`src/include/reset_controller_map.svh`:
```
/*
 * Register map, field positions, reset values and timing counts of the reset controller.
 * Assumes byte addresses on a 32-bit Avalon-MM slave port.
 */
`ifndef RESET_CONTROLLER_MAP_SVH
`define RESET_CONTROLLER_MAP_SVH

// Register byte offsets
`define RC_CMD_OFS 5'h00
`define RC_STATUS_OFS 5'h04
`define RC_MODE_OFS 5'h08
`define RC_IRQ_STATUS_OFS 5'h0c
`define RC_IRQ_MASK_OFS 5'h10

// Password in the top byte of keyed writes
`define RC_KEY_VALUE 8'ha5
`define RC_KEY_MSB 31
`define RC_KEY_LSB 24

// Command bits
`define RC_CMD_CPU_BIT 0
`define RC_CMD_PERIPH_BIT 2
`define RC_CMD_PIN_BIT 3

// Status fields
`define RC_ST_PIN_FALL_BIT 0
`define RC_ST_BROWNOUT_BIT 1
`define RC_ST_CAUSE_LSB 8
`define RC_ST_PIN_LEVEL_BIT 16
`define RC_ST_BUSY_BIT 17

// Mode fields
`define RC_MD_PIN_EN_BIT 0
`define RC_MD_PIN_IE_BIT 4
`define RC_MD_LEN_LSB 8
`define RC_MD_BOD_IE_BIT 16
`define RC_MODE_RESET 7'h00

// Interrupt event bits (status and mask share the layout)
`define RC_EV_PIN_FALL 0
`define RC_EV_BROWNOUT 1
`define RC_EV_CMD_DONE 2
`define RC_EV_W 3

// Slow-clock cycles that every software and watchdog reset lasts, and that brownout and user resets last after brownout_n or the pin returns high
`define RC_HOLD_SLOW 3

`endif

```
`src/include/reset_controller_pkg.sv`:
```
/*
 * Types of the reset controller: sequencer states, reset causes and the mode layout.
 * Assumes the map header supplies every offset and field position.
 */
package reset_controller_pkg;

	// Gray codes along idle -> software -> watchdog -> brownout -> user
	typedef enum logic [2:0] {
		ST_IDLE = 3'h0,
		ST_SOFT = 3'h1,
		ST_WDOG = 3'h3,
		ST_BROWN = 3'h2,
		ST_USER = 3'h6
	} seq_state_e;

	typedef enum logic [2:0] {
		CAUSE_GENERAL = 3'h0,
		CAUSE_WAKEUP = 3'h1,
		CAUSE_WATCHDOG = 3'h2,
		CAUSE_SOFTWARE = 3'h3,
		CAUSE_USER = 3'h4,
		CAUSE_BROWNOUT = 3'h5
	} reset_cause_e;

	typedef struct packed {
		logic brownout_irq_enable;
		logic [3:0] ext_pulse_length;
		logic pin_fall_irq_enable;
		logic pin_reset_enable;
	} mode_s;

	typedef struct packed {
		logic cpu;
		logic periph;
	} reset_lines_s;

endpackage

```
`src/hw/reset_controller_regs.sv`:
```
/*
 * Reset controller: keyed command register, status and mode registers, reset
 * sequencer for software, watchdog, brownout and pin resets, and the open-drain
 * external reset pin driver.
 * Assumes all inputs, the slow clock level among them, are synchronous to clk;
 * backup_reset clears the mode register and reports a general reset, rst does not
 * touch the mode register and reports a wake-up reset.
 */
`timescale 1ns/1ps
`include "reset_controller_map.svh"

module reset_controller_regs #(
	parameter int ADDR_W = 5,
	parameter int LEN_W = 4
) (
	// Clock and resets
	input wire logic clk,
	input wire logic rst,
	input wire logic backup_reset,
	// Avalon-MM slave
	input wire logic [ADDR_W-1:0] address,
	input wire logic read,
	input wire logic write,
	input wire logic [31:0] writedata,
	input wire logic [3:0] byteenable,
	output logic [31:0] readdata,
	output logic waitrequest,
	// Slow clock level and reset sources
	input wire logic slow_clock,
	input wire logic brownout_n,
	input wire logic bod_reset_enable,
	input wire logic watchdog_fault,
	input wire logic watchdog_proc_only,
	// External reset pin, open drain
	input wire logic pin_in,
	output logic pin_out,
	output logic pin_oe_n,
	// Reset lines and interrupt
	output logic cpu_reset,
	output logic periph_reset,
	output logic irq
);

	localparam int EXT_W = (1 << LEN_W) + 1;

	reset_controller_pkg::seq_state_e state;
	reset_controller_pkg::seq_state_e next_state;
	reset_controller_pkg::reset_cause_e cause;
	reset_controller_pkg::mode_s mode;
	reset_controller_pkg::reset_lines_s soft_sel;
	reset_controller_pkg::reset_lines_s next_lines;
	logic [1:0] cnt;
	logic [1:0] next_cnt;
	logic wd_proc;
	logic slow_prev;
	logic slow_tick;
	logic pin_level;
	logic pin_prev;
	logic bo_level;
	logic bo_prev;
	logic pin_fall_ev;
	logic bo_fall_ev;
	logic pin_fall_flag;
	logic brownout_flag;
	logic [1:0] snap_flags;
	logic pin_self;
	logic [EXT_W-1:0] ext_cnt;
	logic [EXT_W-1:0] next_ext_cnt;
	logic start_ext;
	logic [`RC_EV_W-1:0] irq_status;
	logic [`RC_EV_W-1:0] irq_mask;
	logic [`RC_EV_W-1:0] irq_events;
	logic busy;
	logic wr_acc;
	logic rd_acc;
	logic rd_cap;
	logic key_ok;
	logic cmd_any;
	logic status_rd;
	logic leaving;
	logic [31:0] next_readdata;

	// Bus handshake: one wait cycle, then the access completes
	always_ff @(posedge clk) begin
		if (rst) begin
			waitrequest <= 1'b1;
		end else if ((read || write) && waitrequest) begin
			waitrequest <= 1'b0;
		end else begin
			waitrequest <= 1'b1;
		end
	end

	assign wr_acc = write && !waitrequest;
	assign rd_acc = read && !waitrequest;
	assign rd_cap = read && waitrequest;
	assign key_ok = (writedata[`RC_KEY_MSB:`RC_KEY_LSB] == `RC_KEY_VALUE) &&
		(byteenable == 4'hf);
	assign busy = (state == reset_controller_pkg::ST_SOFT);
	assign cmd_any = wr_acc && (address == `RC_CMD_OFS) && key_ok && !busy &&
		(writedata[`RC_CMD_CPU_BIT] || writedata[`RC_CMD_PERIPH_BIT] ||
		writedata[`RC_CMD_PIN_BIT]);
	assign status_rd = rd_acc && (address == `RC_STATUS_OFS);

	// Input sampling and edge detection
	always_ff @(posedge clk) begin
		if (rst) begin
			slow_prev <= 1'b0;
			pin_level <= 1'b1;
			pin_prev <= 1'b1;
			bo_level <= 1'b1;
			bo_prev <= 1'b1;
		end else begin
			slow_prev <= slow_clock;
			pin_level <= pin_in;
			pin_prev <= pin_level;
			bo_level <= brownout_n;
			bo_prev <= bo_level;
		end
	end

	assign slow_tick = slow_clock && !slow_prev;
	assign pin_fall_ev = pin_prev && !pin_level;
	assign bo_fall_ev = bo_prev && !bo_level;
	assign leaving = slow_tick && (cnt == 2'(`RC_HOLD_SLOW - 1));

	// Sequencer next state, highest priority source first
	always_comb begin
		next_state = state;
		next_cnt = cnt;
		if (bod_reset_enable && !bo_level) begin
			next_state = reset_controller_pkg::ST_BROWN;
			next_cnt = 2'h0;
		end else if (watchdog_fault && state != reset_controller_pkg::ST_WDOG &&
			state != reset_controller_pkg::ST_USER &&
			state != reset_controller_pkg::ST_BROWN) begin
			next_state = reset_controller_pkg::ST_WDOG;
			next_cnt = 2'h0;
		end else begin
			unique case (state)
				reset_controller_pkg::ST_IDLE: begin
					if (cmd_any) begin
						next_state = reset_controller_pkg::ST_SOFT;
						next_cnt = 2'h0;
					end else if (mode.pin_reset_enable && !pin_level && !pin_self) begin
						next_state = reset_controller_pkg::ST_USER;
						next_cnt = 2'h0;
					end
				end
				reset_controller_pkg::ST_USER: begin
					if (!pin_level) begin
						next_cnt = 2'h0;
					end else if (leaving) begin
						next_state = reset_controller_pkg::ST_IDLE;
						next_cnt = 2'h0;
					end else if (slow_tick) begin
						next_cnt = cnt + 2'h1;
					end
				end
				default: begin
					if (leaving) begin
						next_state = reset_controller_pkg::ST_IDLE;
						next_cnt = 2'h0;
					end else if (slow_tick) begin
						next_cnt = cnt + 2'h1;
					end
				end
			endcase
		end
	end

	always_ff @(posedge clk) begin
		if (rst || backup_reset) begin
			state <= reset_controller_pkg::ST_IDLE;
			cnt <= 2'h0;
		end else begin
			state <= next_state;
			cnt <= next_cnt;
		end
	end

	// Latched selections of the running command or watchdog reset
	always_ff @(posedge clk) begin
		if (rst || backup_reset) begin
			soft_sel <= '0;
			wd_proc <= 1'b0;
		end else begin
			if (state == reset_controller_pkg::ST_IDLE && cmd_any) begin
				soft_sel.cpu <= writedata[`RC_CMD_CPU_BIT];
				soft_sel.periph <= writedata[`RC_CMD_PERIPH_BIT];
			end
			if (next_state == reset_controller_pkg::ST_WDOG &&
				state != reset_controller_pkg::ST_WDOG) begin
				wd_proc <= watchdog_proc_only;
			end
		end
	end

	// Reset lines asserted from the edge the sequencer enters a reset state (the write edge for commands) until it leaves
	always_comb begin
		next_lines = '0;
		unique case (next_state)
			reset_controller_pkg::ST_IDLE: next_lines = '0;
			reset_controller_pkg::ST_SOFT: begin
				if (state == reset_controller_pkg::ST_IDLE) begin
					next_lines.cpu = writedata[`RC_CMD_CPU_BIT];
					next_lines.periph = writedata[`RC_CMD_PERIPH_BIT];
				end else begin
					next_lines = soft_sel;
				end
			end
			reset_controller_pkg::ST_WDOG: begin
				next_lines.cpu = 1'b1;
				next_lines.periph = (state == reset_controller_pkg::ST_WDOG) ?
					!wd_proc : !watchdog_proc_only;
			end
			reset_controller_pkg::ST_BROWN: next_lines = '1;
			reset_controller_pkg::ST_USER: next_lines = '1;
		endcase
	end

	always_ff @(posedge clk) begin
		if (rst || backup_reset) begin
			cpu_reset <= 1'b0;
			periph_reset <= 1'b0;
		end else begin
			cpu_reset <= next_lines.cpu;
			periph_reset <= next_lines.periph;
		end
	end

	// External pulse: loaded with 2^(length+1) slow cycles on each trigger
	always_comb begin
		start_ext = 1'b0;
		if (next_state != state) begin
			unique case (next_state)
				reset_controller_pkg::ST_SOFT: start_ext = writedata[`RC_CMD_PIN_BIT];
				reset_controller_pkg::ST_WDOG: start_ext = !watchdog_proc_only;
				reset_controller_pkg::ST_BROWN: start_ext = 1'b1;
				reset_controller_pkg::ST_USER: start_ext = 1'b1;
				reset_controller_pkg::ST_IDLE: start_ext = 1'b0;
			endcase
		end
		if (start_ext) begin
			next_ext_cnt = EXT_W'(1) << ({1'b0, mode.ext_pulse_length} + 5'h1);
		end else if (slow_tick && ext_cnt != '0) begin
			next_ext_cnt = ext_cnt - EXT_W'(1);
		end else begin
			next_ext_cnt = ext_cnt;
		end
	end

	always_ff @(posedge clk) begin
		if (rst || backup_reset) begin
			ext_cnt <= '0;
			pin_oe_n <= 1'b1;
			pin_out <= 1'b0;
			pin_self <= 1'b0;
		end else begin
			ext_cnt <= next_ext_cnt;
			pin_oe_n <= (next_ext_cnt == '0);
			pin_out <= 1'b0;
			pin_self <= (next_ext_cnt != '0) || (pin_self && !pin_level);
		end
	end

	// Cause of the last processor reset, loaded as the processor line releases
	always_ff @(posedge clk) begin
		if (backup_reset) begin
			cause <= reset_controller_pkg::CAUSE_GENERAL;
		end else if (rst) begin
			cause <= reset_controller_pkg::CAUSE_WAKEUP;
		end else if (next_state == reset_controller_pkg::ST_IDLE && cpu_reset) begin
			unique case (state)
				reset_controller_pkg::ST_SOFT: cause <= reset_controller_pkg::CAUSE_SOFTWARE;
				reset_controller_pkg::ST_WDOG: cause <= reset_controller_pkg::CAUSE_WATCHDOG;
				reset_controller_pkg::ST_BROWN: cause <= reset_controller_pkg::CAUSE_BROWNOUT;
				reset_controller_pkg::ST_USER: cause <= reset_controller_pkg::CAUSE_USER;
				reset_controller_pkg::ST_IDLE: cause <= cause;
			endcase
		end
	end

	// Mode register survives the core reset
	always_ff @(posedge clk) begin
		if (backup_reset) begin
			mode <= `RC_MODE_RESET;
		end else if (wr_acc && address == `RC_MODE_OFS && key_ok) begin
			mode.pin_reset_enable <= writedata[`RC_MD_PIN_EN_BIT];
			mode.pin_fall_irq_enable <= writedata[`RC_MD_PIN_IE_BIT];
			mode.ext_pulse_length <= writedata[`RC_MD_LEN_LSB +: LEN_W];
			mode.brownout_irq_enable <= writedata[`RC_MD_BOD_IE_BIT];
		end
	end

	// Sticky flags cleared by a status read; only bits seen by that read clear
	always_ff @(posedge clk) begin
		if (rst || backup_reset) begin
			pin_fall_flag <= 1'b0;
			brownout_flag <= 1'b0;
			snap_flags <= 2'h0;
		end else begin
			if (rd_cap && address == `RC_STATUS_OFS) begin
				snap_flags <= {brownout_flag, pin_fall_flag};
			end
			pin_fall_flag <= (pin_fall_flag && !(status_rd && snap_flags[0])) ||
				pin_fall_ev;
			brownout_flag <= (brownout_flag && !(status_rd && snap_flags[1])) ||
				bo_fall_ev;
		end
	end

	// Event status (write one to clear) and its mask
	assign irq_events = {busy && next_state != reset_controller_pkg::ST_SOFT,
		bo_fall_ev, pin_fall_ev};

	always_ff @(posedge clk) begin
		if (rst || backup_reset) begin
			irq_status <= '0;
			irq_mask <= '0;
		end else begin
			if (wr_acc && address == `RC_IRQ_STATUS_OFS) begin
				irq_status <= (irq_status & ~writedata[`RC_EV_W-1:0]) | irq_events;
			end else begin
				irq_status <= irq_status | irq_events;
			end
			if (wr_acc && address == `RC_IRQ_MASK_OFS) begin
				irq_mask <= writedata[`RC_EV_W-1:0];
			end
		end
	end

	always_ff @(posedge clk) begin
		if (rst || backup_reset) begin
			irq <= 1'b0;
		end else begin
			irq <= (pin_fall_flag && mode.pin_fall_irq_enable && !mode.pin_reset_enable) ||
				(brownout_flag && mode.brownout_irq_enable) ||
				|(irq_status & irq_mask);
		end
	end

	// Read data captured during the wait cycle, standing at the completing edge
	always_comb begin
		next_readdata = 32'h0;
		unique case (address)
			`RC_STATUS_OFS: begin
				next_readdata[`RC_ST_PIN_FALL_BIT] = pin_fall_flag;
				next_readdata[`RC_ST_BROWNOUT_BIT] = brownout_flag;
				next_readdata[`RC_ST_CAUSE_LSB +: 3] = cause;
				next_readdata[`RC_ST_PIN_LEVEL_BIT] = pin_level;
				next_readdata[`RC_ST_BUSY_BIT] = busy;
			end
			`RC_MODE_OFS: begin
				next_readdata[`RC_MD_PIN_EN_BIT] = mode.pin_reset_enable;
				next_readdata[`RC_MD_PIN_IE_BIT] = mode.pin_fall_irq_enable;
				next_readdata[`RC_MD_LEN_LSB +: LEN_W] = mode.ext_pulse_length;
				next_readdata[`RC_MD_BOD_IE_BIT] = mode.brownout_irq_enable;
			end
			`RC_IRQ_STATUS_OFS: next_readdata[`RC_EV_W-1:0] = irq_status;
			`RC_IRQ_MASK_OFS: next_readdata[`RC_EV_W-1:0] = irq_mask;
			default: next_readdata = 32'h0;
		endcase
	end

	always_ff @(posedge clk) begin
		if (rst) begin
			readdata <= 32'h0;
		end else if (rd_cap) begin
			readdata <= next_readdata;
		end
	end

endmodule

```
`config.mk`:
```
export PLATFORM = sky130hd
export DESIGN_NAME = reset_controller_regs
export DESIGN_NICKNAME = d
export VERILOG_FILES = /design/src/include/reset_controller_pkg.sv /design/src/hw/reset_controller_regs.sv
export VERILOG_INCLUDE_DIRS = /design/src /design/src/include
export SDC_FILE = /design/constraint.sdc
export NUM_CORES = 1
export LEC_CHECK = 0
export BUFFER_PORTS_ARGS = -buffer_cell sky130_fd_sc_hd__buf_2
export CAP_MARGIN = 10
export CORE_ASPECT_RATIO = 1.1
export CORE_MARGIN = 10
export CORE_UTILIZATION = 35
export CTS_BUF_LIST = sky130_fd_sc_hd__clkbuf_16
export DETAILED_ROUTE_END_ITERATION = 6
export SETUP_SLACK_MARGIN = 0.02
export SLEW_MARGIN = 20
export SYNTH_ARGS = -nofsm -noshare
export SYNTH_HDL_FRONTEND = slang
export SYNTH_SLANG_ARGS = --single-unit
```
`constraint.sdc`:
```
create_clock -name clk -period 7.6 [get_ports clk]
set_input_delay 2.28 -clock clk [delete_from_list [all_inputs] [get_ports clk]]
set_output_delay 2.28 -clock clk [all_outputs]
set_load 0.1 [all_outputs]
```
### Word level (Yosys, flattened, before mapping)

Cells that the tools add are included.

| storage, ports and cells | value |
|---|---|
| flip-flop bits (word level) | 66 |
| input bits | 52 |
| word-level logic and storage cells | 165 |

| operators by class | value |
|---|---|
| add/sub/neg operators | 3 |
| eq/ne operators | 22 |
| shift operators | 1 |
| muxes and demuxes | 33 |
| bitwise gates (word level) | 6 |
| reduce and logical (&&, ||, !) cells | 71 |

Operator list:

| cell | number |
|---|---|
| 1-bit logical AND | 38 |
| 17-bit 2-to-1 mux | 2 |
| 17-bit nonzero test | 2 |
| 3-bit 2-to-1 mux | 7 |
| 17-bit logical NOT | 1 |
| 1-bit by 5-bit << shifter with 17-bit output, first input constant | 1 |
| 17-bit by 1-bit subtractor with 17-bit output, second input constant | 1 |
| 3-bit by 2-bit equality test with 1-bit output, second input constant | 4 |
| 2-bit 2-to-1 mux | 6 |
| 3-bit case mux with 2 select lines | 2 |
| 3-bit case mux with 4 select lines | 1 |
| 1-bit logical NOT | 11 |
| 5-bit by 4-bit equality test with 1-bit output, second input constant | 2 |
| 1-bit logical OR | 9 |
| 8-bit equality test, second input constant | 1 |
| 1-bit 2-to-1 mux | 8 |
| 1-bit case mux with 4 select lines | 2 |
| 2-bit case mux with 4 select lines | 1 |
| 3-bit AND | 2 |
| 3-bit by 1-bit equality test with 1-bit output, second input constant | 2 |
| 3-bit equality test, second input constant | 2 |
| 3-bit logical NOT | 2 |
| 3-bit by 2-bit != test with 1-bit output, second input constant | 2 |
| 3-bit != test, second input constant | 2 |
| 20 further kinds | 25 |

### Logic depth before layout (Yosys ltp)

Gate-level depths: netlist of the first run.

| logic depth | value |
|---|---|
| word-level depth | 17 |
| depth in mapped cells | 11 |
| depth with buffers taken out | 9 |

### Worst setup path before layout of the first run

No wires, ideal clock.

| path | value |
|---|---|
| kind | input to register |
| start | input writedata[27] |
| end | register pin_self |
| arrival | 4.386 ns |
| required time | 7.480 ns |
| path slack | 3.094 ns |
| cell stages on the path | 8 |
| buffers on the path | 1 |
| cells stage by stage | or4bb_1 > nor4_4 > nand3_4 > a21o_4 > o21a_1 > o32a_1 > buf_6 > o31a_1 |

| on the way | value |
|---|---|
| word-level cells in the longest chain between the ends | 16 |
| elaborated cells between the ends (all ways) | 21 |
| those cells by class | eq/ne: 6; mux: 7; reduce/logical: 8 |

RTL lines:

| what | line | text |
|---|---|---|
| start: declaration | reset_controller_regs.sv:24 | `input wire logic [31:0] writedata,` |
| 8-bit equality test (no source line) * | n/a |  |
| 1-bit logical AND * | reset_controller_regs.sv:97 | `` assign key_ok = (writedata[`RC_KEY_MSB:`RC_KEY_LSB] == `RC_KEY_VALUE) && `` |
| 1-bit logical AND * (3 in series) | reset_controller_regs.sv:100 | `` assign cmd_any = wr_acc && (address == `RC_CMD_OFS) && key_ok && !busy && `` |
| 3-bit 2-to-1 mux * | reset_controller_regs.sv:142 | `if (cmd_any) begin` |
| 3-bit case mux with 2 select lines * | reset_controller_regs.sv:140 | `unique case (state)` |
| 3-bit 2-to-1 mux * | reset_controller_regs.sv:134 | `end else if (watchdog_fault && state != reset_controller_pkg::ST_WDOG &&` |
| 3-bit 2-to-1 mux * | reset_controller_regs.sv:131 | `if (bod_reset_enable && !bo_level) begin` |
| 3-bit equality test or 3-bit by 2-bit equality test with 1-bit output (tied branches) | reset_controller_regs.sv:236 | `unique case (next_state)` |
| 2-bit OR reduction (no source line) | n/a |  |
| 1-bit case mux with 4 select lines | reset_controller_regs.sv:236 |  |
| 1-bit 2-to-1 mux * | reset_controller_regs.sv:235 | `if (next_state != state) begin` |
| 17-bit 2-to-1 mux * | reset_controller_regs.sv:244 | `if (start_ext) begin` |
| 17-bit nonzero test * | reset_controller_regs.sv:263 | `pin_self <= (next_ext_cnt != '0) \|\| (pin_self && !pin_level);` |
| 1-bit logical OR * | reset_controller_regs.sv:263 |  |
| end signal: assignment | reset_controller_regs.sv:263 |  |
| end: declaration | reset_controller_regs.sv:66 | `logic pin_self;` |

Every way passes the cells marked *; elsewhere a longest branch is shown, timed or not.
A chain may end at the register's enable or synchronous reset.

### Worst setup path in the final report of the first run

| path | value |
|---|---|
| start | input address[2] |
| end | register pin_self |

| on the way | value |
|---|---|
| word-level cells in the longest chain between the ends | 16 |
| elaborated cells between the ends (all ways) | 21 |
| those cells by class | eq/ne: 5; mux: 7; reduce/logical: 9 |

RTL lines:

| what | line | text |
|---|---|---|
| start: declaration | reset_controller_regs.sv:21 | `input wire logic [ADDR_W-1:0] address,` |
| 5-bit logical NOT (no source line) * | n/a |  |
| 1-bit logical AND * (4 in series) | reset_controller_regs.sv:100 |  |
| 3-bit 2-to-1 mux * | reset_controller_regs.sv:142 |  |
| 3-bit case mux with 2 select lines * | reset_controller_regs.sv:140 |  |
| 3-bit 2-to-1 mux * | reset_controller_regs.sv:134 |  |
| 3-bit 2-to-1 mux * | reset_controller_regs.sv:131 |  |
| 3-bit equality test or 3-bit by 2-bit equality test with 1-bit output (tied branches) | reset_controller_regs.sv:236 |  |
| 2-bit OR reduction (no source line) | n/a |  |
| 1-bit case mux with 4 select lines | reset_controller_regs.sv:236 |  |
| 1-bit 2-to-1 mux * | reset_controller_regs.sv:235 |  |
| 17-bit 2-to-1 mux * | reset_controller_regs.sv:244 |  |
| 17-bit nonzero test * | reset_controller_regs.sv:263 |  |
| 1-bit logical OR * | reset_controller_regs.sv:263 |  |

Marked as above.

==> results of run 1 <==
==> sequential cells by signal (all words and copies together) (netlist names), 2 cells and up <==
signal,cells
mode,7
irq_status,3
irq_mask,3
state,3
readdata,10
ext_cnt,17
soft_sel,2
cnt,2
snap_flags,2
cause,3
==> worst max-delay path by stage <==
stage                       start             endpoint  slack (ns)  cells past startpoint
floorplan           writedata[27]  pin_self$_SDFF_PP0_        3.09                      8
global placement    writedata[27]  pin_oe_n$_SDFF_PP1_        2.34                      8
detailed placement  writedata[27]  pin_self$_SDFF_PP0_        2.64                      8
CTS                    address[3]  pin_self$_SDFF_PP0_        2.97                      8
global route        writedata[27]  pin_self$_SDFF_PP0_        2.83                      8
finish                 address[2]  pin_self$_SDFF_PP0_        2.98                      8
==> metal layers <==
metal | global-route usage [%] | wire length (µm) | vias up
met5 | 0 | 0 | -
met4 | 3.202 | 48 | 0
met3 | 3.084 | 452 | 7
met2 | 21.57 | 4568 | 79
met1 | 14.65 | 4216 | 1501
li1 | - | - | 1623
==> per-stage QoR <==
stage	power [mW]	hold slack, ns	setup WS, ns	cell area, µm²
finish	1.024	0.4464	2.977	4274
global route	1.069	0.4693	2.826	4274
CTS	1.031	0.4489	2.971	4274
detailed placement	0.6152	0.4421	2.643	3971
global placement	0.6146	0.4395	2.338	3970
floorplan	0.5855	0.4321	3.094	3795
==> power by group through the flow <==
stage / logic [mW] / clock network, mW / registers (mW)
after global placement: 0.237 / 0 / 0.378
after global routing: 0.259 / 0.437 / 0.372
after CTS: 0.238 / 0.422 / 0.371
final: 0.238 / 0.415 / 0.371
after floorplan: 0.178 / 0 / 0.408
after detailed placement: 0.237 / 0 / 0.378
==> cell families (layout without fill, tap and decap cells) <==
family | after synthesis | after routing | synth area share, %
other | 1 | 23 | 0.1010
buffers and inverters | 57 | 84 | 8.830
xor gates and xnor gates | 15 | 15 | 3.539
adders and majority gates | 2 | 2 | 0.6740
muxes | 33 | 33 | 8.932
DFF | 66 | 66 | 35.59
and+or+nand+nor | 203 | 203 | 29.32
AOI/OAI and AO/OA | 71 | 71 | 13.01
==> final cells by class <==
class	count	area (µm²)	share of cell area, %
Tap cell	143	178.9	4.186
Clock inverter	7	77.57	1.815
Clock buffer	9	225.2	5.269
Sequential cell	66	1321	30.91
Inverter	15	56.30	1.317
Timing Repair Buffer	53	267.8	6.265
Multi-Input combinational cell	347	2147	50.23
==> worst max-delay path, cell delays in order <==
cell     delay [ns]
buf_2          0.14
or4_4          0.55
nor4_4         0.29
a21oi_2        0.17
or2_2          0.35
o21a_1         0.12
o32a_2         0.56
o31a_1         0.37
==> placed cells by master, fill, tap and decap left out, types with 6 or more instances in the layout <==
cell type / synthesis / final
nor3_1: 15 / 15
nand3_1: 16 / 16
nand3b_1: 6 / 6
conb_1: 1 / 23
nor2b_1: 10 / 10
mux2i_1: 32 / 32
inv_1: 15 / 15
nand2_1: 48 / 48
nand2b_1: 9 / 9
nor4_1: 8 / 8
clkbuf_16: 0 / 9
dfxtp_1: 66 / 66
a21oi_1: 21 / 21
or2_2: 7 / 7
a221oi_1: 6 / 6
xor2_1: 10 / 10
nor2_1: 48 / 48
and3_1: 7 / 7
buf_2: 3 / 52
o21ai_0: 10 / 10
==> results.json, run 1 <==
{
  "status": "completed",
  "synth_edf_count": 0,
  "syn_to_final_growth_pct": 15.13,
  "cts_resized": 0,
  "avgSynthCellArea_um2": 8.286,
  "cts_root_buf": "clkbuf_16",
  "holdBufCountCts": 0,
  "final_util_pct": 41.12,
  "path_max_fanout": 19,
  "synth_top_area_share_pct": 35.59,
  "netlist_top_cells_count": "dfxtp_1, nand2_1, nor2_1, mux2i_1, buf_4",
  "r2r_slack_ns": 4.50,
  "overflow": 0,
  "min_path_type": "reg -> reg",
  "dieHeight_um": 128.0,
  "async_flop_share_pct": 0,
  "worst_slew_pin_slew_ns": 0.7625,
  "drv_cap": 0,
  "setup_violations": 0,
  "r2r-end": "pin_self$_SDFF_PP0_",
  "rows": 39,
  "drt-total-wl_um": 9286,
  "synth_flop_cell": "dfxtp_1",
  "port_buffers": 52,
  "vias_per_cell": 5.016,
  "ir_drop_mv": 0.1114,
  "crit_required_ns": 7.81,
  "maxSlewHeadroom_pct": 48.82,
  "grt_pass1_wl_um": 15730,
  "grt_max_degree": 29,
  "clk_latency_ns": 0.32,
  "switching_power_mw": 0.3434,
  "antenna_found_initial": 0,
  "final_hold_viol_count": 0,
  "synth.most_common_cell": "dfxtp_1",
  "synth.area.top_cells": "dfxtp_1, mux2i_1, nand2_1",
  "postCtsSetupBuffers": 0,
  "dieArea_mm2": 0.01513,
  "synth-seq-area-share_pct": 35.59,
  "drc": 0,
  "cts.sinks": 66,
  "hold_depth": 2,
  "syn_inst": 448,
  "fin_nets": 546,
  "synth_top_area_cell": "dfxtp_1",
  "synth_cell_types": 64,
  "core_area_mm2": 0.01039,
  "fill_cells": 1085,
  "p_int_mw": 0.6804,
  "cts.path.max_buffers": 2,
  "rsz0062_at_grt": "no",
  "synth_area_mm2": 0.003712,
  "setup.worst_path.end_class": "register",
  "critPathArrivalTime_ns": 4.84,
  "drive_gt1_share_pct": 17.71,
  "finalSetupTns_ns": 0,
  "r2r_start": "state[0]$_SDFF_PP0_",
  "num_antenna_cells": 0,
  "p_per_area_mw_per_mm2": 239.5,
  "start_util_pct": 35.72,
  "critPathLaunchType": "primary input",
  "ant_nets": 0,
  "hold_start": "readdata[17]$_SDFFE_PP0P_",
  "detail_route.iter0.violations": 191,
  "wl_per_cell_um": 14.51,
  "fmax_mhz": 216.3,
  "clkSlewWorstSetupHoldPaths_ns": 0.06,
  "skew_ns": 0.008156,
  "p_seq_share_pct": 36.2,
  "cts_made_buffers": 9,
  "period_share_pct": 60.83,
  "vias": 3210,
  "clkPwrFrac_pct": 40.5,
  "gp_congestion": 0.8336,
  "cts_tree": "built",
  "cellLeakagePower_nw": 1.870,
  "r2r_cells": 7,
  "path_class": "in -> reg",
  "grt_pass1_vias": 3306,
  "slew_violations": 0,
  "final_cell_count_no_fill": 640,
  "min_to": "readdata[17]$_SDFFE_PP0P_",
  "die_w_um": 118.2,
  "htreeDepth": 3,
  "period_minus_slack_ns": 4.623,
  "dpl.cell_count": 624,
  "p_sw_share_pct": 33.54,
  "comb_power_share_pct": 23.3,
  "ys_warn_count": 0,
  "io_pins": 90,
  "dp.final_hpwl_um": 7016,
  "track_usage_pct": 12.30,
  "ys_ff_latch": 66,
  "dr.pass1.iters": 4
}
Power figures use the tool's default switching activity.
==> inputs of run 2 (changes only) <==
--- a/config.mk
+++ b/config.mk
@@ -6,6 +6,7 @@
 export SDC_FILE = /design/constraint.sdc
 export NUM_CORES = 1
 export LEC_CHECK = 0
+export ABC_AREA = 1
 export BUFFER_PORTS_ARGS = -buffer_cell sky130_fd_sc_hd__buf_2
 export CAP_MARGIN = 10
 export CORE_ASPECT_RATIO = 1.1
==> constraint.sdc (replaced) <==
create_clock -name clk -period 4.62 [get_ports clk]
set_input_delay 1.386 -clock clk [delete_from_list [all_inputs] [get_ports clk]]
set_output_delay 1.386 -clock clk [all_outputs]
set_load 0.1 [all_outputs]
==> results.json, run 2 <==
{
  "ant_nets": 0,
  "clk_latency_ns": 0.34,
  "cts_tree": "built",
  "wl_met1_um": 4379,
  "p_per_area_mw_per_mm2": 393.9,
  "path_class": "in -> reg",
  "track_usage_pct": 13.29,
  "ys_ff_latch": 66,
  "netlist_top_cells_count": "nand2_1, nor2_1, inv_1, dfxtp_1, o21ai_0",
  "vias": 3612,
  "critPathLaunchType": "primary input",
  "antenna_found_initial": 1,
  "cts_root_buf": "clkbuf_16",
  "core_area_mm2": 0.01044,
  "design_area_mm2": 0.004367,
  "total_power_mw": 1.720,
  "layout_commonest_cell": "nand2_1",
  "synth_top_area_share_pct": 35.02,
  "setup_violations": 0,
  "place_area_mm2": 0.004091,
  "syn_to_final_growth_pct": 15.75,
  "fmax_mhz": 281.5,
  "largest_register": "ext_cnt",
  "synth-seq-area-share_pct": 35.02,
  "ir_drop_mv": 0.2134,
  "period_minus_slack_ns": 3.552,
  "holdBufCountCts": 0,
  "drive_gt1_share_pct": 15.43,
  "synth_edf_count": 0,
  "fin_nets": 685,
  "finalSetupTns_ns": 0,
  "final_cell_count_no_fill": 778,
  "wl_met2_um": 5053,
  "avgSynthCellArea_um2": 6.549,
  "final_util_pct": 41.82,
  "cts.sinks": 66,
  "postCtsSetupBuffers": 0,
  "port_buffers": 52,
  "setup.worst_path.end_class": "register",
  "reg_top3": "ext_cnt x17, readdata x10, mode x7",
  "dr.pass1.iters": 4,
  "rsz0062_at_grt": "no",
  "die_w_um": 119.0,
  "synth_area_mm2": 0.003772,
  "wl_per_cell_um": 12.95,
  "final_cell_mix": "nand2_1, nor2_1, inv_1",
  "cts_made_buffers": 9,
  "grt_pass1_vias": 3584,
  "synth.area.top_cells": "dfxtp_1, nand2_1, nor2_1",
  "grt_pass1_wl_um": 16710,
  "largest_reg_flops": 17,
  "min_path_type": "reg -> reg",
  "hold_depth": 2,
  "synth.most_common_cell": "nand2_1",
  "top_layer_used": "met4",
  "io_pins": 90,
  "cts.path.max_buffers": 2,
  "synth_cell_types": 38,
  "drc": 0,
  "critPathArrivalTime_ns": 3.78,
  "maxSlewHeadroom_pct": 47.10,
  "slew_violations": 0,
  "num_antenna_cells": 0,
  "synth_flop_cell": "dfxtp_1",
  "final_hold_viol_count": 0,
  "dieArea_mm2": 0.01534,
  "start_util_pct": 36.13,
  "dp.final_hpwl_um": 8011,
  "htreeDepth": 3,
  "dieHeight_um": 128.9,
  "ys_warn_count": 0,
  "async_flop_share_pct": 0,
  "clkSlewWorstSetupHoldPaths_ns": 0.05,
  "cts_resized": 0,
  "vias_per_cell": 4.643,
  "synth_top_area_cell": "dfxtp_1",
  "r2r_cells": 20,
  "met3_length_um": 442,
  "rows": 39,
  "detail_route.iter0.violations": 208,
  "drt-total-wl_um": 10070,
  "period_share_pct": 76.89,
  "grt_max_degree": 33,
  "fill_cells": 1137,
  "gp_congestion": 0.8728,
  "cellLeakagePower_nw": 2.068,
  "dpl.cell_count": 763,
  "status": "completed",
  "path_max_fanout": 28,
  "crit_required_ns": 4.85,
  "syn_inst": 576,
  "skew_ns": 0.007239,
  "drv_cap": 0,
  "worst_slew_pin_slew_ns": 0.7874,
  "overflow": 0
}
[run 2: worst max-delay path, cell delays in order]
cell     delay [ns]
buf_2          0.07
inv_1          0.06
nor2_4         0.17
nand2_1        0.14
inv_1          0.11
nand3_1        0.08
nand2_1        0.08
nand2_2        0.11
a21oi_4        0.23
nand2_1        0.09
nand3_2        0.16
nand3_4        0.30
nand2_1        0.14
o21ai_0        0.13
nor2_1         0.12
nand2_1        0.08
nor2_1         0.10
nand2_1        0.07
nand2_2        0.09
nand2_2        0.05
[run 2: per-stage QoR]
step / setup slack [ns] / hold slack (ns)
2_1_floorplan: 1.392 / 0.4036
3_3_place_gp: 0.8006 / 0.4211
3_5_place_dp: 0.7370 / 0.4230
4_1_cts: 1.084 / 0.4371
5_1_grt: 0.7242 / 0.4600
6_report: 1.068 / 0.4288
[run 2: metal layers]
metal  vias up  GRT usage, %
li1       1892             -
met5         -             0
met2        78         23.02
met3        11         3.456
met4         0         5.679
met1      1631         15.22
[run 2: final timing paths]
path / startpoint / to / slack, ns
worst min-delay path: bo_level$_SDFF_PP1_ / bo_prev$_SDFF_PP1_ / 0.43
worst max-delay path: slow_clock / pin_self$_SDFF_PP0_ / 1.07
worst min register to register: bo_level$_SDFF_PP1_ / bo_prev$_SDFF_PP1_ / 0.43
worst max register to register: cnt[0]$_SDFFE_PP0P_ / pin_self$_SDFF_PP0_ / 1.81
[run 2: kinds of logic after synthesis]
| logic type | synth area share, % |
|---|---|
| xor gates and xnor gates | 2.322 |
| buffers and inverters | 15.12 |
| AOI/OAI and AO/OA | 15.12 |
| DFF | 35.02 |
| adders and majority gates | 0.6632 |
| and+or+nand+nor | 31.64 |
| other | 0.09941 |
[run 2: power by group]
part	internal (mW)	leakage, nW	switching [mW]
combinational	0.110	1.39	0.355
clock	0.405	0.139	0.240
sequential	0.594	0.537	0.0148
total	1.11	2.07	0.611
[run 2: final cells by class]
| type | instances | area (µm²) | share of cell area [%] |
|---|---|---|---|
| multi-input combinational | 407 | 1963 | 44.96 |
| sequential | 66 | 1321 | 30.26 |
| inverter | 92 | 345.3 | 7.908 |
| timing repair buffer | 55 | 282.8 | 6.476 |
| clock buffer | 9 | 225.2 | 5.158 |
| tap | 143 | 178.9 | 4.097 |
| clock inverter | 6 | 50.05 | 1.146 |
==> inputs of run 3 (changes only) <==
==> constraint.sdc (replaced) <==
create_clock -name clk -period 3 [get_ports clk]
set_input_delay 0.9 -clock clk [delete_from_list [all_inputs] [get_ports clk]]
set_output_delay 0.9 -clock clk [all_outputs]
set_load 0.1 [all_outputs]
==> results.json, run 3 (synthesis results as in run 2) <==
{
  "seq_area_mm2": 0.001321,
  "maxSlewHeadroom_pct": 61.82,
  "drv_cap": 0,
  "holdBufCountCts": 0,
  "worstSetupStartpoint": "writedata[28]",
  "place_area_mm2": 0.004472,
  "path_common_cell": "nand2_1",
  "start_util_pct": 36.13,
  "cts.path.max_buffers": 2,
  "grt_max_degree": 20,
  "detail_route.iter0.violations": 142,
  "worst_slew_pin_slew_ns": 0.5683,
  "slew_violations": 0,
  "p_per_area_mw_per_mm2": 605.1,
  "rsz0062_at_grt": "yes",
  "critPathArrivalTime_ns": 3.02,
  "path_class": "in -> reg",
  "vias": 3816,
  "dieArea_mm2": 0.01534,
  "r2r_start": "state[1]$_SDFF_PP0_",
  "setup.worst_path.end_class": "register",
  "drive_gt1_share_pct": 25.83,
  "layout_commonest_cell": "nand2_1",
  "critical_path.max_stage_delay_ns": 0.19,
  "io_pins": 90,
  "overflow": 0,
  "antenna_found_initial": 0,
  "largest_register": "ext_cnt",
  "gp_congestion": 0.9262,
  "num_antenna_cells": 0,
  "setup_violations": 0,
  "htreeDepth": 3,
  "wl_per_cell_um": 12.73,
  "final_hold_viol_count": 0,
  "die_w_um": 119.0,
  "cp_slowest_cell": "a21oi_4",
  "hold_start": "bo_level$_SDFF_PP1_",
  "fin_nets": 738,
  "vias_per_cell": 4.587,
  "track_usage_pct": 13.64,
  "finalSetupTns_ns": 0,
  "multi_input_area_mm2": 0.002057,
  "core_area_mm2": 0.01044,
  "reg_top3": "ext_cnt x17, readdata x10, mode x7",
  "clk_latency_ns": 0.34,
  "drt-total-wl_um": 10590,
  "dieHeight_um": 128.9,
  "min_path_type": "reg -> reg",
  "clkSlewWorstSetupHoldPaths_ns": 0.06,
  "final_cell_mix": "nand2_1, nor2_1, inv_1",
  "cts.sinks": 66,
  "period_share_pct": 93.02,
  "critPathLaunchType": "primary input",
  "cts_tree": "built",
  "grt_pass1_vias": 3833,
  "port_buffers": 52,
  "cts_root_buf": "clkbuf_16",
  "dp.final_hpwl_um": 8318,
  "dr.pass1.iters": 4,
  "path_max_fanout": 19,
  "status": "completed",
  "fill_cells": 1091,
  "design_area_mm2": 0.004938,
  "skew_ns": 0.008336,
  "ant_nets": 0,
  "fmax_mhz": 358.4,
  "drc": 0,
  "largest_reg_flops": 17,
  "ir_drop_mv": 0.3208,
  "rows": 39,
  "syn_to_final_growth_pct": 30.91,
  "grt_pass1_wl_um": 17510,
  "cts_made_buffers": 9,
  "crit_path_cell_trace": "buf_6, inv_2, nand2_1, nor2_1, nand2_1, nor2_2, nand2_1, nand2_2, nand2_4, a21oi_4, nand2_1, nand3_4, nand3_4, buf_12, nand2_1, o21ai_0, nor2_1, nand2_1, nor2_2, nand2_1, nand2_2, nand2_2",
  "crit_required_ns": 3.23,
  "cellLeakagePower_nw": 2.363,
  "period_minus_slack_ns": 2.791
}
[run 3: repair_timing]
item	CTS	global route
endpoints found under the setup margin	0	2
resized for setup	0	34
setup buffers	0	4
endpoints found under the hold margin	0	0
[run 3: final timing paths]
kind         slack, ns                  end  depth (start not counted)
min               0.43   bo_prev$_SDFF_PP1_                          2
max               0.21  pin_self$_SDFF_PP0_                         22
max reg2reg       0.34  pin_self$_SDFF_PP0_                         21
min reg2reg       0.43   bo_prev$_SDFF_PP1_                          2
[run 3: per-layer routing]
| metal | share of wire (%) | vias to the layer above | global-route usage [%] | routed length (µm) |
|---|---|---|---|---|
| met5 | 0 | - | 0 | 0 |
| met4 | 1.5 | 0 | 4.673 | 163 |
| met3 | 3.6 | 17 | 2.843 | 380 |
| met2 | 52 | 63 | 25.43 | 5545 |
| met1 | 42 | 1739 | 15.01 | 4499 |
| li1 | - | 1997 | - | - |
[run 3: worst max-delay path, delay by kind of cell]
| family | cells | cell delay (ns) |
|---|---|---|
| buffers and inverters | 3 | 0.29 |
| AOI/OAI and AO/OA | 2 | 0.29 |
| and+or+nand+nor | 17 | 1.53 |
[run 3: report_power, final]
| group | switching (mW) | internal, mW |
|---|---|---|
| clock | 0.428 | 0.733 |
| combinational | 0.600 | 0.292 |
| sequential | 0.0222 | 0.913 |
| total | 1.05 | 1.94 |
[run 3: area by class of cell]
class / count / share of cell area, %
Clock inverter: 7 / 2.052
Sequential cell: 66 / 26.75
Inverter: 92 / 6.993
Multi-Input combinational cell: 407 / 41.65
Tap cell: 143 / 3.623
Timing Repair Buffer: 108 / 14.37
Clock buffer: 9 / 4.560
[run 3: metrics by stage]
stage | util (%) | hold slack (ns) | power (mW) | std cells | setup slack, ns
6_report | 47.29 | 0.4304 | 2.988 | 832 | 0.2094
2_1_floorplan | - | 0.4036 | 1.569 | 598 | 0.2017
5_1_grt | 47.29 | 0.4660 | 3.128 | 832 | -0.02346
3_5_place_dp | 42.82 | 0.4195 | 1.786 | 812 | -0.1933
3_3_place_gp | 42.82 | 0.4170 | 1.778 | 812 | -0.1522
4_1_cts | 45.95 | 0.4341 | 2.946 | 828 | 0.1402
